`config.mk`:
```
export PLATFORM = sky130hd
export DESIGN_NAME = dpt_regs
export DESIGN_NICKNAME = d
export VERILOG_FILES = /design/src/hw/dpt_pkg.sv /design/src/hw/dpt_timing_unit.sv /design/src/hw/dpt_regs.sv
export SDC_FILE = /design/constraint.sdc
export NUM_CORES = 1
export LEC_CHECK = 0
export ABC_AREA = 1
export BUFFER_PORTS_ARGS = -buffer_cell sky130_fd_sc_hd__buf_2
export CORE_AREA = 2 2 195 197
export CTS_CLUSTER_SIZE = 24
export DETAILED_ROUTE_END_ITERATION = 6
export DIE_AREA = 0 0 197 199
export GPL_TIMING_DRIVEN = 0
export HOLD_SLACK_MARGIN = 0.05
export PLACE_DENSITY = 0.51
export SLEW_MARGIN = 10
export SYNTH_ARGS = -nofsm -noshare
export SYNTH_HDL_FRONTEND = slang
export SYNTH_SLANG_ARGS = --single-unit
```
`constraint.sdc`:
```
create_clock -name I_SYS_CLK -period 1.8 [get_ports I_SYS_CLK]
set_input_delay 0.09 -clock I_SYS_CLK [delete_from_list [all_inputs] [get_ports I_SYS_CLK]]
set_output_delay 0.09 -clock I_SYS_CLK [all_outputs]
set_load 0.02 [all_outputs]
```
`src/hw/dpt_pkg.sv`:
```
// Constants and types for the DMA page and cycle timing register bank.
// Assumes an I/O-space access port with a 16-bit address and 8-bit data.
package dpt_pkg;

    // Port widths.
    localparam int IO_ADDR_W = 16;
    localparam int DATA_W    = 8;
    localparam int NUM_CH    = 8;

    // Low page registers, system address bits 23 to 16.
    localparam logic [15:0] ADDR_LOW_CH2 = 16'h0081;
    localparam logic [15:0] ADDR_LOW_CH3 = 16'h0082;
    localparam logic [15:0] ADDR_LOW_CH1 = 16'h0083;
    localparam logic [15:0] ADDR_LOW_CH0 = 16'h0087;
    localparam logic [15:0] ADDR_LOW_CH6 = 16'h0089;
    localparam logic [15:0] ADDR_LOW_CH7 = 16'h008A;
    localparam logic [15:0] ADDR_LOW_CH5 = 16'h008B;

    // High page registers, system address bits 31 to 24.
    localparam logic [15:0] ADDR_HIGH_CH2 = 16'h0481;
    localparam logic [15:0] ADDR_HIGH_CH3 = 16'h0482;
    localparam logic [15:0] ADDR_HIGH_CH1 = 16'h0483;
    localparam logic [15:0] ADDR_HIGH_CH0 = 16'h0487;
    localparam logic [15:0] ADDR_HIGH_CH6 = 16'h0489;
    localparam logic [15:0] ADDR_HIGH_CH7 = 16'h048A;
    localparam logic [15:0] ADDR_HIGH_CH5 = 16'h048B;

    // Write-only extended timing registers.
    localparam logic [15:0] ADDR_BYTE_EXT_TIMING = 16'h040B;
    localparam logic [15:0] ADDR_WORD_EXT_TIMING = 16'h04D6;

    // Extended timing register field layout.
    localparam int EXT_SEL_LSB  = 0;
    localparam int EXT_SEL_W    = 4;
    localparam int EXT_MODE_LSB = 4;
    localparam int EXT_MODE_W   = 2;

    // Reset values.
    localparam logic [7:0] PAGE_RESET     = 8'h00;
    localparam logic [7:0] EXT_RESET      = 8'h00;
    localparam logic [7:0] READ_UNDEFINED = 8'h00;

    // Cycle timing modes, encoded as in bits 5:4.
    typedef enum logic [1:0] {
        DPT_TIMING_COMPAT = 2'h0,
        DPT_TIMING_A      = 2'h1,
        DPT_TIMING_B      = 2'h2,
        DPT_TIMING_F      = 2'h3
    } dpt_timing_t;

endpackage : dpt_pkg

```
`src/hw/dpt_timing_unit.sv`:
```
// Per-controller extended timing register: four channel selects and a mode.
// Assumes a one-cycle write strobe already decoded for this controller.
`timescale 1ns/1ns
module dpt_timing_unit (
    input  wire logic                I_SYS_CLK,
    input  wire logic                i_reset,
    input  wire logic                i_write,
    input  wire logic [7:0]          i_data,
    output logic      [3:0]          o_select,
    output dpt_pkg::dpt_timing_t     o_mode,
    output logic      [7:0]          o_channel_timing
);

    typedef struct packed {
        logic [3:0] select;
        logic [1:0] mode;
        logic [7:0] chan;
    } dpt_tu_state_t;

    dpt_tu_state_t state;
    dpt_tu_state_t next_state;

    // Selected channels take the written mode, the others keep theirs.
    always_comb begin
        next_state = state;
        if (i_write) begin
            next_state.select = i_data[dpt_pkg::EXT_SEL_LSB +: dpt_pkg::EXT_SEL_W];
            next_state.mode   = i_data[dpt_pkg::EXT_MODE_LSB +: dpt_pkg::EXT_MODE_W];
            for (int c = 0; c < 4; c++) begin
                if (i_data[dpt_pkg::EXT_SEL_LSB + c]) begin
                    next_state.chan[2*c +: 2] = i_data[dpt_pkg::EXT_MODE_LSB +: 2];
                end
            end
        end
    end

    // Reset brings every channel back to compatible timing.
    always_ff @(posedge I_SYS_CLK) begin
        if (i_reset) begin
            state <= '{select: dpt_pkg::EXT_RESET[3:0], mode: dpt_pkg::EXT_RESET[5:4],
                       chan: dpt_pkg::EXT_RESET};
        end else begin
            state <= next_state;
        end
    end

    assign o_select         = state.select;
    assign o_mode           = dpt_pkg::dpt_timing_t'(state.mode);
    assign o_channel_timing = state.chan;

endmodule : dpt_timing_unit

```
`src/hw/dpt_regs.sv`:
```
// DMA page and cycle timing register bank for both legacy DMA controllers.
// Assumes single-cycle I/O strobes synchronous to I_SYS_CLK and a transfer
// engine that names the active channel (0 to 7) while it moves data.
//
// Operation
// Low page drives address bits 23-16
// High page drives address bits 31-24
// Word unit low pages at 089-08B
// Byte unit high pages at 481-487
// Word unit high pages at 489-48B
// Page registers eight-bit read-write, reset zero
// Byte unit timing register write-only at 40B
// Word unit timing register write-only at 4D6
// Bits 5:4 choose timing mode
// Byte unit bits 0-3 select channels 0-3
// Word unit bits 0-3 select channels 4-7
// Processor reset clears both timing registers
// Written mode applies only to selected channels
`timescale 1ns/1ns
module dpt_regs #(
    parameter int NUM_CH = dpt_pkg::NUM_CH
) (
    input  wire logic                          I_SYS_CLK,
    input  wire logic                          I_SYS_RST,
    input  wire logic                          i_host_processor_reset,
    input  wire logic [dpt_pkg::IO_ADDR_W-1:0] i_io_addr,
    input  wire logic                          i_io_write,
    input  wire logic                          i_io_read,
    input  wire logic [dpt_pkg::DATA_W-1:0]    i_io_wdata,
    input  wire logic [2:0]                    i_active_channel,
    input  wire logic                          i_transfer_active,
    output logic      [dpt_pkg::DATA_W-1:0]    o_io_rdata,
    output logic                               o_io_hit,
    output logic      [15:0]                   o_dma_addr_high,
    output logic      [3:0]                    o_byte_wide_dma_unit_select,
    output dpt_pkg::dpt_timing_t               o_byte_wide_dma_unit_mode,
    output logic      [3:0]                    o_word_wide_dma_unit_select,
    output dpt_pkg::dpt_timing_t               o_word_wide_dma_unit_mode,
    output logic      [2*NUM_CH-1:0]           o_channel_timing
);

    typedef struct packed {
        logic [NUM_CH-1:0][7:0] low_page;
        logic [NUM_CH-1:0][7:0] high_page;
        logic [7:0]             rdata;
        logic                   hit;
        logic [15:0]            addr_high;
    } dpt_regs_state_t;

    dpt_regs_state_t state;
    dpt_regs_state_t next_state;

    logic ext_reset;
    logic byte_ext_write;
    logic word_ext_write;

    // Channel index of a low page address; returns NUM_CH for no match.
    // Channel 4 is the cascade link and has no page register here.
    function automatic logic [3:0] low_page_index(input logic [15:0] addr);
        case (addr)
            dpt_pkg::ADDR_LOW_CH0: low_page_index = 4'h0;
            dpt_pkg::ADDR_LOW_CH1: low_page_index = 4'h1;
            dpt_pkg::ADDR_LOW_CH2: low_page_index = 4'h2;
            dpt_pkg::ADDR_LOW_CH3: low_page_index = 4'h3;
            dpt_pkg::ADDR_LOW_CH5: low_page_index = 4'h5;
            dpt_pkg::ADDR_LOW_CH6: low_page_index = 4'h6;
            dpt_pkg::ADDR_LOW_CH7: low_page_index = 4'h7;
            default:               low_page_index = 4'h8;
        endcase
    endfunction : low_page_index

    // Channel index of a high page address; returns NUM_CH for no match.
    function automatic logic [3:0] high_page_index(input logic [15:0] addr);
        case (addr)
            dpt_pkg::ADDR_HIGH_CH0: high_page_index = 4'h0;
            dpt_pkg::ADDR_HIGH_CH1: high_page_index = 4'h1;
            dpt_pkg::ADDR_HIGH_CH2: high_page_index = 4'h2;
            dpt_pkg::ADDR_HIGH_CH3: high_page_index = 4'h3;
            dpt_pkg::ADDR_HIGH_CH5: high_page_index = 4'h5;
            dpt_pkg::ADDR_HIGH_CH6: high_page_index = 4'h6;
            dpt_pkg::ADDR_HIGH_CH7: high_page_index = 4'h7;
            default:                high_page_index = 4'h8;
        endcase
    endfunction : high_page_index

    // Timing registers clear on either reset; page registers only on system reset.
    assign ext_reset      = I_SYS_RST | i_host_processor_reset;
    assign byte_ext_write = i_io_write & (i_io_addr == dpt_pkg::ADDR_BYTE_EXT_TIMING);
    assign word_ext_write = i_io_write & (i_io_addr == dpt_pkg::ADDR_WORD_EXT_TIMING);

    // Register writes, read data and the page address for the active channel.
    always_comb begin
        logic [3:0] li;
        logic [3:0] hi;
        li = low_page_index(i_io_addr);
        hi = high_page_index(i_io_addr);
        next_state = state;
        next_state.rdata = dpt_pkg::READ_UNDEFINED;
        next_state.hit = 1'b0;
        if (i_io_write && li != 4'h8) begin
            next_state.low_page[li[2:0]] = i_io_wdata;
        end
        if (i_io_write && hi != 4'h8) begin
            next_state.high_page[hi[2:0]] = i_io_wdata;
        end
        if (i_io_read) begin
            if (li != 4'h8) begin
                next_state.rdata = state.low_page[li[2:0]];
                next_state.hit   = 1'b1;
            end else if (hi != 4'h8) begin
                next_state.rdata = state.high_page[hi[2:0]];
                next_state.hit   = 1'b1;
            end
            // Timing registers are not decoded for reads, so software sees zero.
        end
        // The pages are held while idle so the address bus does not toggle needlessly.
        if (i_transfer_active) begin
            next_state.addr_high = {state.high_page[i_active_channel],
                                    state.low_page[i_active_channel]};
        end
    end

    // Synchronous reset of the page registers to zero.
    always_ff @(posedge I_SYS_CLK) begin
        if (I_SYS_RST) begin
            state <= '{low_page: {NUM_CH{dpt_pkg::PAGE_RESET}},
                       high_page: {NUM_CH{dpt_pkg::PAGE_RESET}},
                       rdata: dpt_pkg::READ_UNDEFINED, hit: 1'b0,
                       addr_high: {2{dpt_pkg::PAGE_RESET}}};
        end else begin
            state <= next_state;
        end
    end

    // Byte-wide unit covers channels 0 to 3.
    dpt_timing_unit u_byte_timing (
        .I_SYS_CLK        (I_SYS_CLK),
        .i_reset          (ext_reset),
        .i_write          (byte_ext_write),
        .i_data           (i_io_wdata),
        .o_select         (o_byte_wide_dma_unit_select),
        .o_mode           (o_byte_wide_dma_unit_mode),
        .o_channel_timing (o_channel_timing[7:0])
    );

    // Word-wide unit covers channels 4 to 7.
    dpt_timing_unit u_word_timing (
        .I_SYS_CLK        (I_SYS_CLK),
        .i_reset          (ext_reset),
        .i_write          (word_ext_write),
        .i_data           (i_io_wdata),
        .o_select         (o_word_wide_dma_unit_select),
        .o_mode           (o_word_wide_dma_unit_mode),
        .o_channel_timing (o_channel_timing[15:8])
    );

    assign o_io_rdata      = state.rdata;
    assign o_io_hit        = state.hit;
    assign o_dma_addr_high = state.addr_high;

endmodule : dpt_regs

```
==> flow_summary_export.csv <==
group,metric,value,unit
run_status,outcome,"complete, no violations",
yosys,ys_seq_elements,181,
floorplan,die_h,199,µm
setup_path,reg2reg_slack,0.48,ns
yosys,synth_edf_count,0,
yosys,yosysWarnings,0,
placement,dp_cells,1828,
yosys,synthFlopType,"dfxtp_1",
sta,whs,0.07947,ns
yosys,syn_area,0.009143,mm²
sta,hold_viol_final,0,
placement,numPortBuffers,79,
floorplan,floorplan.initialDensity,24.62,%
cts,cts_buffers,17,
global_route,overflow,0,
sta,maxSlewHeadroom,35.52,%
global_route,track_usage,18.86,%
floorplan,rows,71,
sta,final.min_clock_period,1.703,ns
setup_path,worstPathMaxFanout,10,
cts,path_clk_slew,0.07,ns
setup_path,required,2.10,ns
sta,clock.fmax,587.2,MHz
setup_path,crit_path_end_kind,"register",
global_route,grt_pass1_wl,54700,µm
cts,h-tree-depth,4,
power,vdd_drop_max,0.6245,mV
floorplan,core_area,0.03713,mm²
setup_path,path_class,"input port to register",
setup_path,worstPathCellList,"buf_2, clkbuf_1, clkinv_1, clkbuf_1, o21ai_0, a21oi_1",
cells_and_area,area.growth.synth_to_final,20.10,%
sta,final_max_slew_viol_count,0,
placement,gp_congestion,0.9474,
setup_path,ff2ff_path_depth,6,
setup_path,cp-startpoint,"I_SYS_RST",
setup_path,worstSetupStartpointType,"input port",
detailed_routing,dr.pass1.iters,7,
detailed_routing,initialDrtViolationCount,893,
sta,period_share,94.60,%
setup_path,crit_cells,6,
power,power_density,810.4,mW/mm²
yosys,synthArstFlopShare,0,%
yosys,syn_inst,1275,
setup_path,crit_arrival,2.00,ns
placement,pre_cts_slack,-0.4556,ns
cts,cts_tree,"built",
floorplan,ios,86,
cells_and_area,drive_gt1_share,17.82,%
setup_path,endpoint,"state[90]$_SDFFE_PP0P_",
setup_path,cpMaxStageDelayCell,"clkinv_1",
yosys,ys_seq_area_share,39.63,%
floorplan,fp.dieW,197,µm
cells_and_area,final_area,0.01098,mm²
setup_path,cpPeakStageDelay,0.62,ns
cts,clk_path_buf_depth,2,
sta,finalClockSkew,0.01273,ns
setup_path,crit_buf_inv,4,
global_route,grt_pass1_vias,8681,
power,power.leakage,4.322,nW
setup_path,crit_top_cell,"clkbuf_1",
detailed_routing,antenna_left,0,
placement,postPlaceCellArea,0.01013,mm²
global_route,antenna_found_initial,1,
cts,clock_sinks,181,
detailed_routing,drc,0,
setup_path,rr_endpoint,"o_dma_addr_high[9]$_SDFFE_PP0P_",
cts,clkLatencyLatePin,0.45,ns
detailed_routing,wl_per_cell,19.69,µm
setup_path,cp_top_family,"buffers and inverters",
hold_path,hold_class,"input port to register",
yosys,synth_fp_nets,1308,
floorplan,die_area,0.03920,mm²
detailed_routing,finalWirelength,36980,µm
yosys,synth_area_per_cell,7.171,µm²
sta,tightest_slew,0.9673,ns
global_route,grt_max_degree,18,
job,maxCapViolCount,0,
setup_path,r2r_start,"state[58]$_SDFFE_PP0P_",
cells_and_area,final_nets,1423,
power,design_power_total,0.008898,W
cts,cts-root-buf,"clkbuf_16",
detailed_routing,viasPerCell,4.997,
placement,hpwl,27820,µm
sta,worst_slack,0.09711,ns
yosys,synth.distinct_cells,41,
cells_and_area,instances_no_fill,1878,
sta,rsz0062_at_grt,"false",
detailed_routing,vias,9385,
sta,setup_viol,0,
## cell usage after synthesis (2+ instances only)
cell type / count / area share (%)
nor2_4: 13 / 1.6
clkinv_1: 3 / 0.12
o21ai_1: 16 / 0.88
nand2_1: 185 / 7.6
nand2_2: 9 / 0.62
nor3_4: 2 / 0.36
o21bai_1: 2 / 0.16
o21ai_0: 126 / 6.9
nand3b_1: 3 / 0.25
a211oi_2: 16 / 2.2
nand3b_2: 2 / 0.25
nor2_1: 117 / 4.8
nor2_2: 6 / 0.41
a21oi_1: 167 / 9.1
buf_1: 4 / 0.16
nand2_4: 3 / 0.37
clkbuf_1: 53 / 2.2
inv_2: 13 / 0.53
nand3_2: 5 / 0.55
buf_2: 14 / 0.77
o32ai_1: 6 / 0.57
nand4_2: 2 / 0.27
buf_6: 2 / 0.25
mux2i_1: 7 / 0.77
a221oi_1: 11 / 1.1
nor3_1: 6 / 0.33
buf_4: 31 / 2.5
inv_1: 126 / 5.2
dfxtp_1: 181 / 40
nand3_1: 72 / 3.9
a211oi_1: 24 / 2.0
nand4_1: 19 / 1.3
o22ai_1: 21 / 1.4
## layout by cell type (no fill, tap or decap), drive strengths merged
cell	instances
dfxtp	181
nand4	22
buf	136
a21oi	168
clkinv	7
dlygate4sd3	10
a31oi	1
nor2	137
mux2i	7
nand3b	5
nor4	1
bufinv	4
a221oi	11
o211ai	1
o22ai	21
a211oi	40
nor3	9
inv	145
o32ai	6
diode	1
clkbuf	72
clkinvlp	1
o21ai	142
nand2	197
nand3	77
o21bai	2
## per-stage QoR
stage	util [%]	setup TNS, ns
floorplan	-	0
global placement	27.28	-30.52
detailed placement	27.28	-30.69
CTS	29.30	0
global route	29.57	0
finish	29.57	0
## report_power, final
part	total, W	switching [W]	internal, W
clock	0.00417	0.00179	0.00238
sequential	0.00404	0.0000161	0.00403
combinational	0.000686	0.000502	0.000184
total	0.00890	0.00231	0.00659
## cell type report
class / instances / area (µm²)
Antenna cell: 1 / 2.502
Buffer: 104 / 548.0
Clock buffer: 18 / 429.2
Clock inverter: 14 / 215.2
Fill cell: 4079 / 26150
Inverter: 143 / 538.0
Multi-Input combinational cell: 847 / 4471
Sequential cell: 181 / 3623
Tap cell: 474 / 593.1
Timing Repair Buffer: 96 / 560.5
## registers in the layout (all words and copies together) (netlist names)
signal and cells:
o_dma_addr_high 16, o_io_hit 1, o_io_rdata 8, state 128
u_byte_timing.o_channel_timing 8, u_byte_timing.o_mode 2, u_byte_timing.o_select 4, u_word_timing.o_channel_timing 8
u_word_timing.o_mode 2, u_word_timing.o_select 4
## timing repair
action,4_1_cts,5_1_grt
buffers inserted,0,7
pin swaps,0,3
gates resized for setup,1,13
setup endpoints to repair,1,26
endpoints found under the hold margin,24,0
hold buffers,10,0
## layer usage
layer / share of wire [%] / wire length [µm] / GRT usage (%)
met2: 45 / 16750 / 30.31
met5: 0 / 0 / 0
met4: 3.2 / 1200 / 7.101
met1: 45 / 16720 / 25.34
met3: 6.3 / 2322 / 3.120
## how the worst min path moves through the flow
stage / start / endpoint / depth (start not counted)
6_report: i_io_read / o_io_rdata[2]$_SDFF_PP0_ / 3
5_1_grt: i_io_read / o_io_rdata[2]$_SDFF_PP0_ / 3
4_1_cts: i_io_read / o_io_rdata[2]$_SDFF_PP0_ / 3
3_5_place_dp: state[63]$_SDFFE_PP0P_ / state[63]$_SDFFE_PP0P_ / 2
3_3_place_gp: state[63]$_SDFFE_PP0P_ / state[63]$_SDFFE_PP0P_ / 2
2_1_floorplan: i_io_wdata[0] / u_word_timing.o_select[0]$_SDFFE_PP0P_ / 2
## cell families (layout without fill, tap and decap cells)
kind of cell           after synthesis  after routing  share of synthesized area (%)
AOI/OAI and AO/OA                  392            392                          24.55
buffers and inverters              247            375                          11.78
DFF                                181            181                          39.63
muxes                                7              7                         0.7664
other                                0              1                              0
and+or+nand+nor                    448            448                          23.27
## worst register-to-register path, cell delays in order, from the launching register on
cell and delay, ns:
dfxtp_1 0.33, inv_1 0.07, nor2_1 0.04, a21oi_1 0.19, nor2_1 0.06, o32ai_1 0.38, a21oi_1 0.11
(Power assumes the default switching activity.)
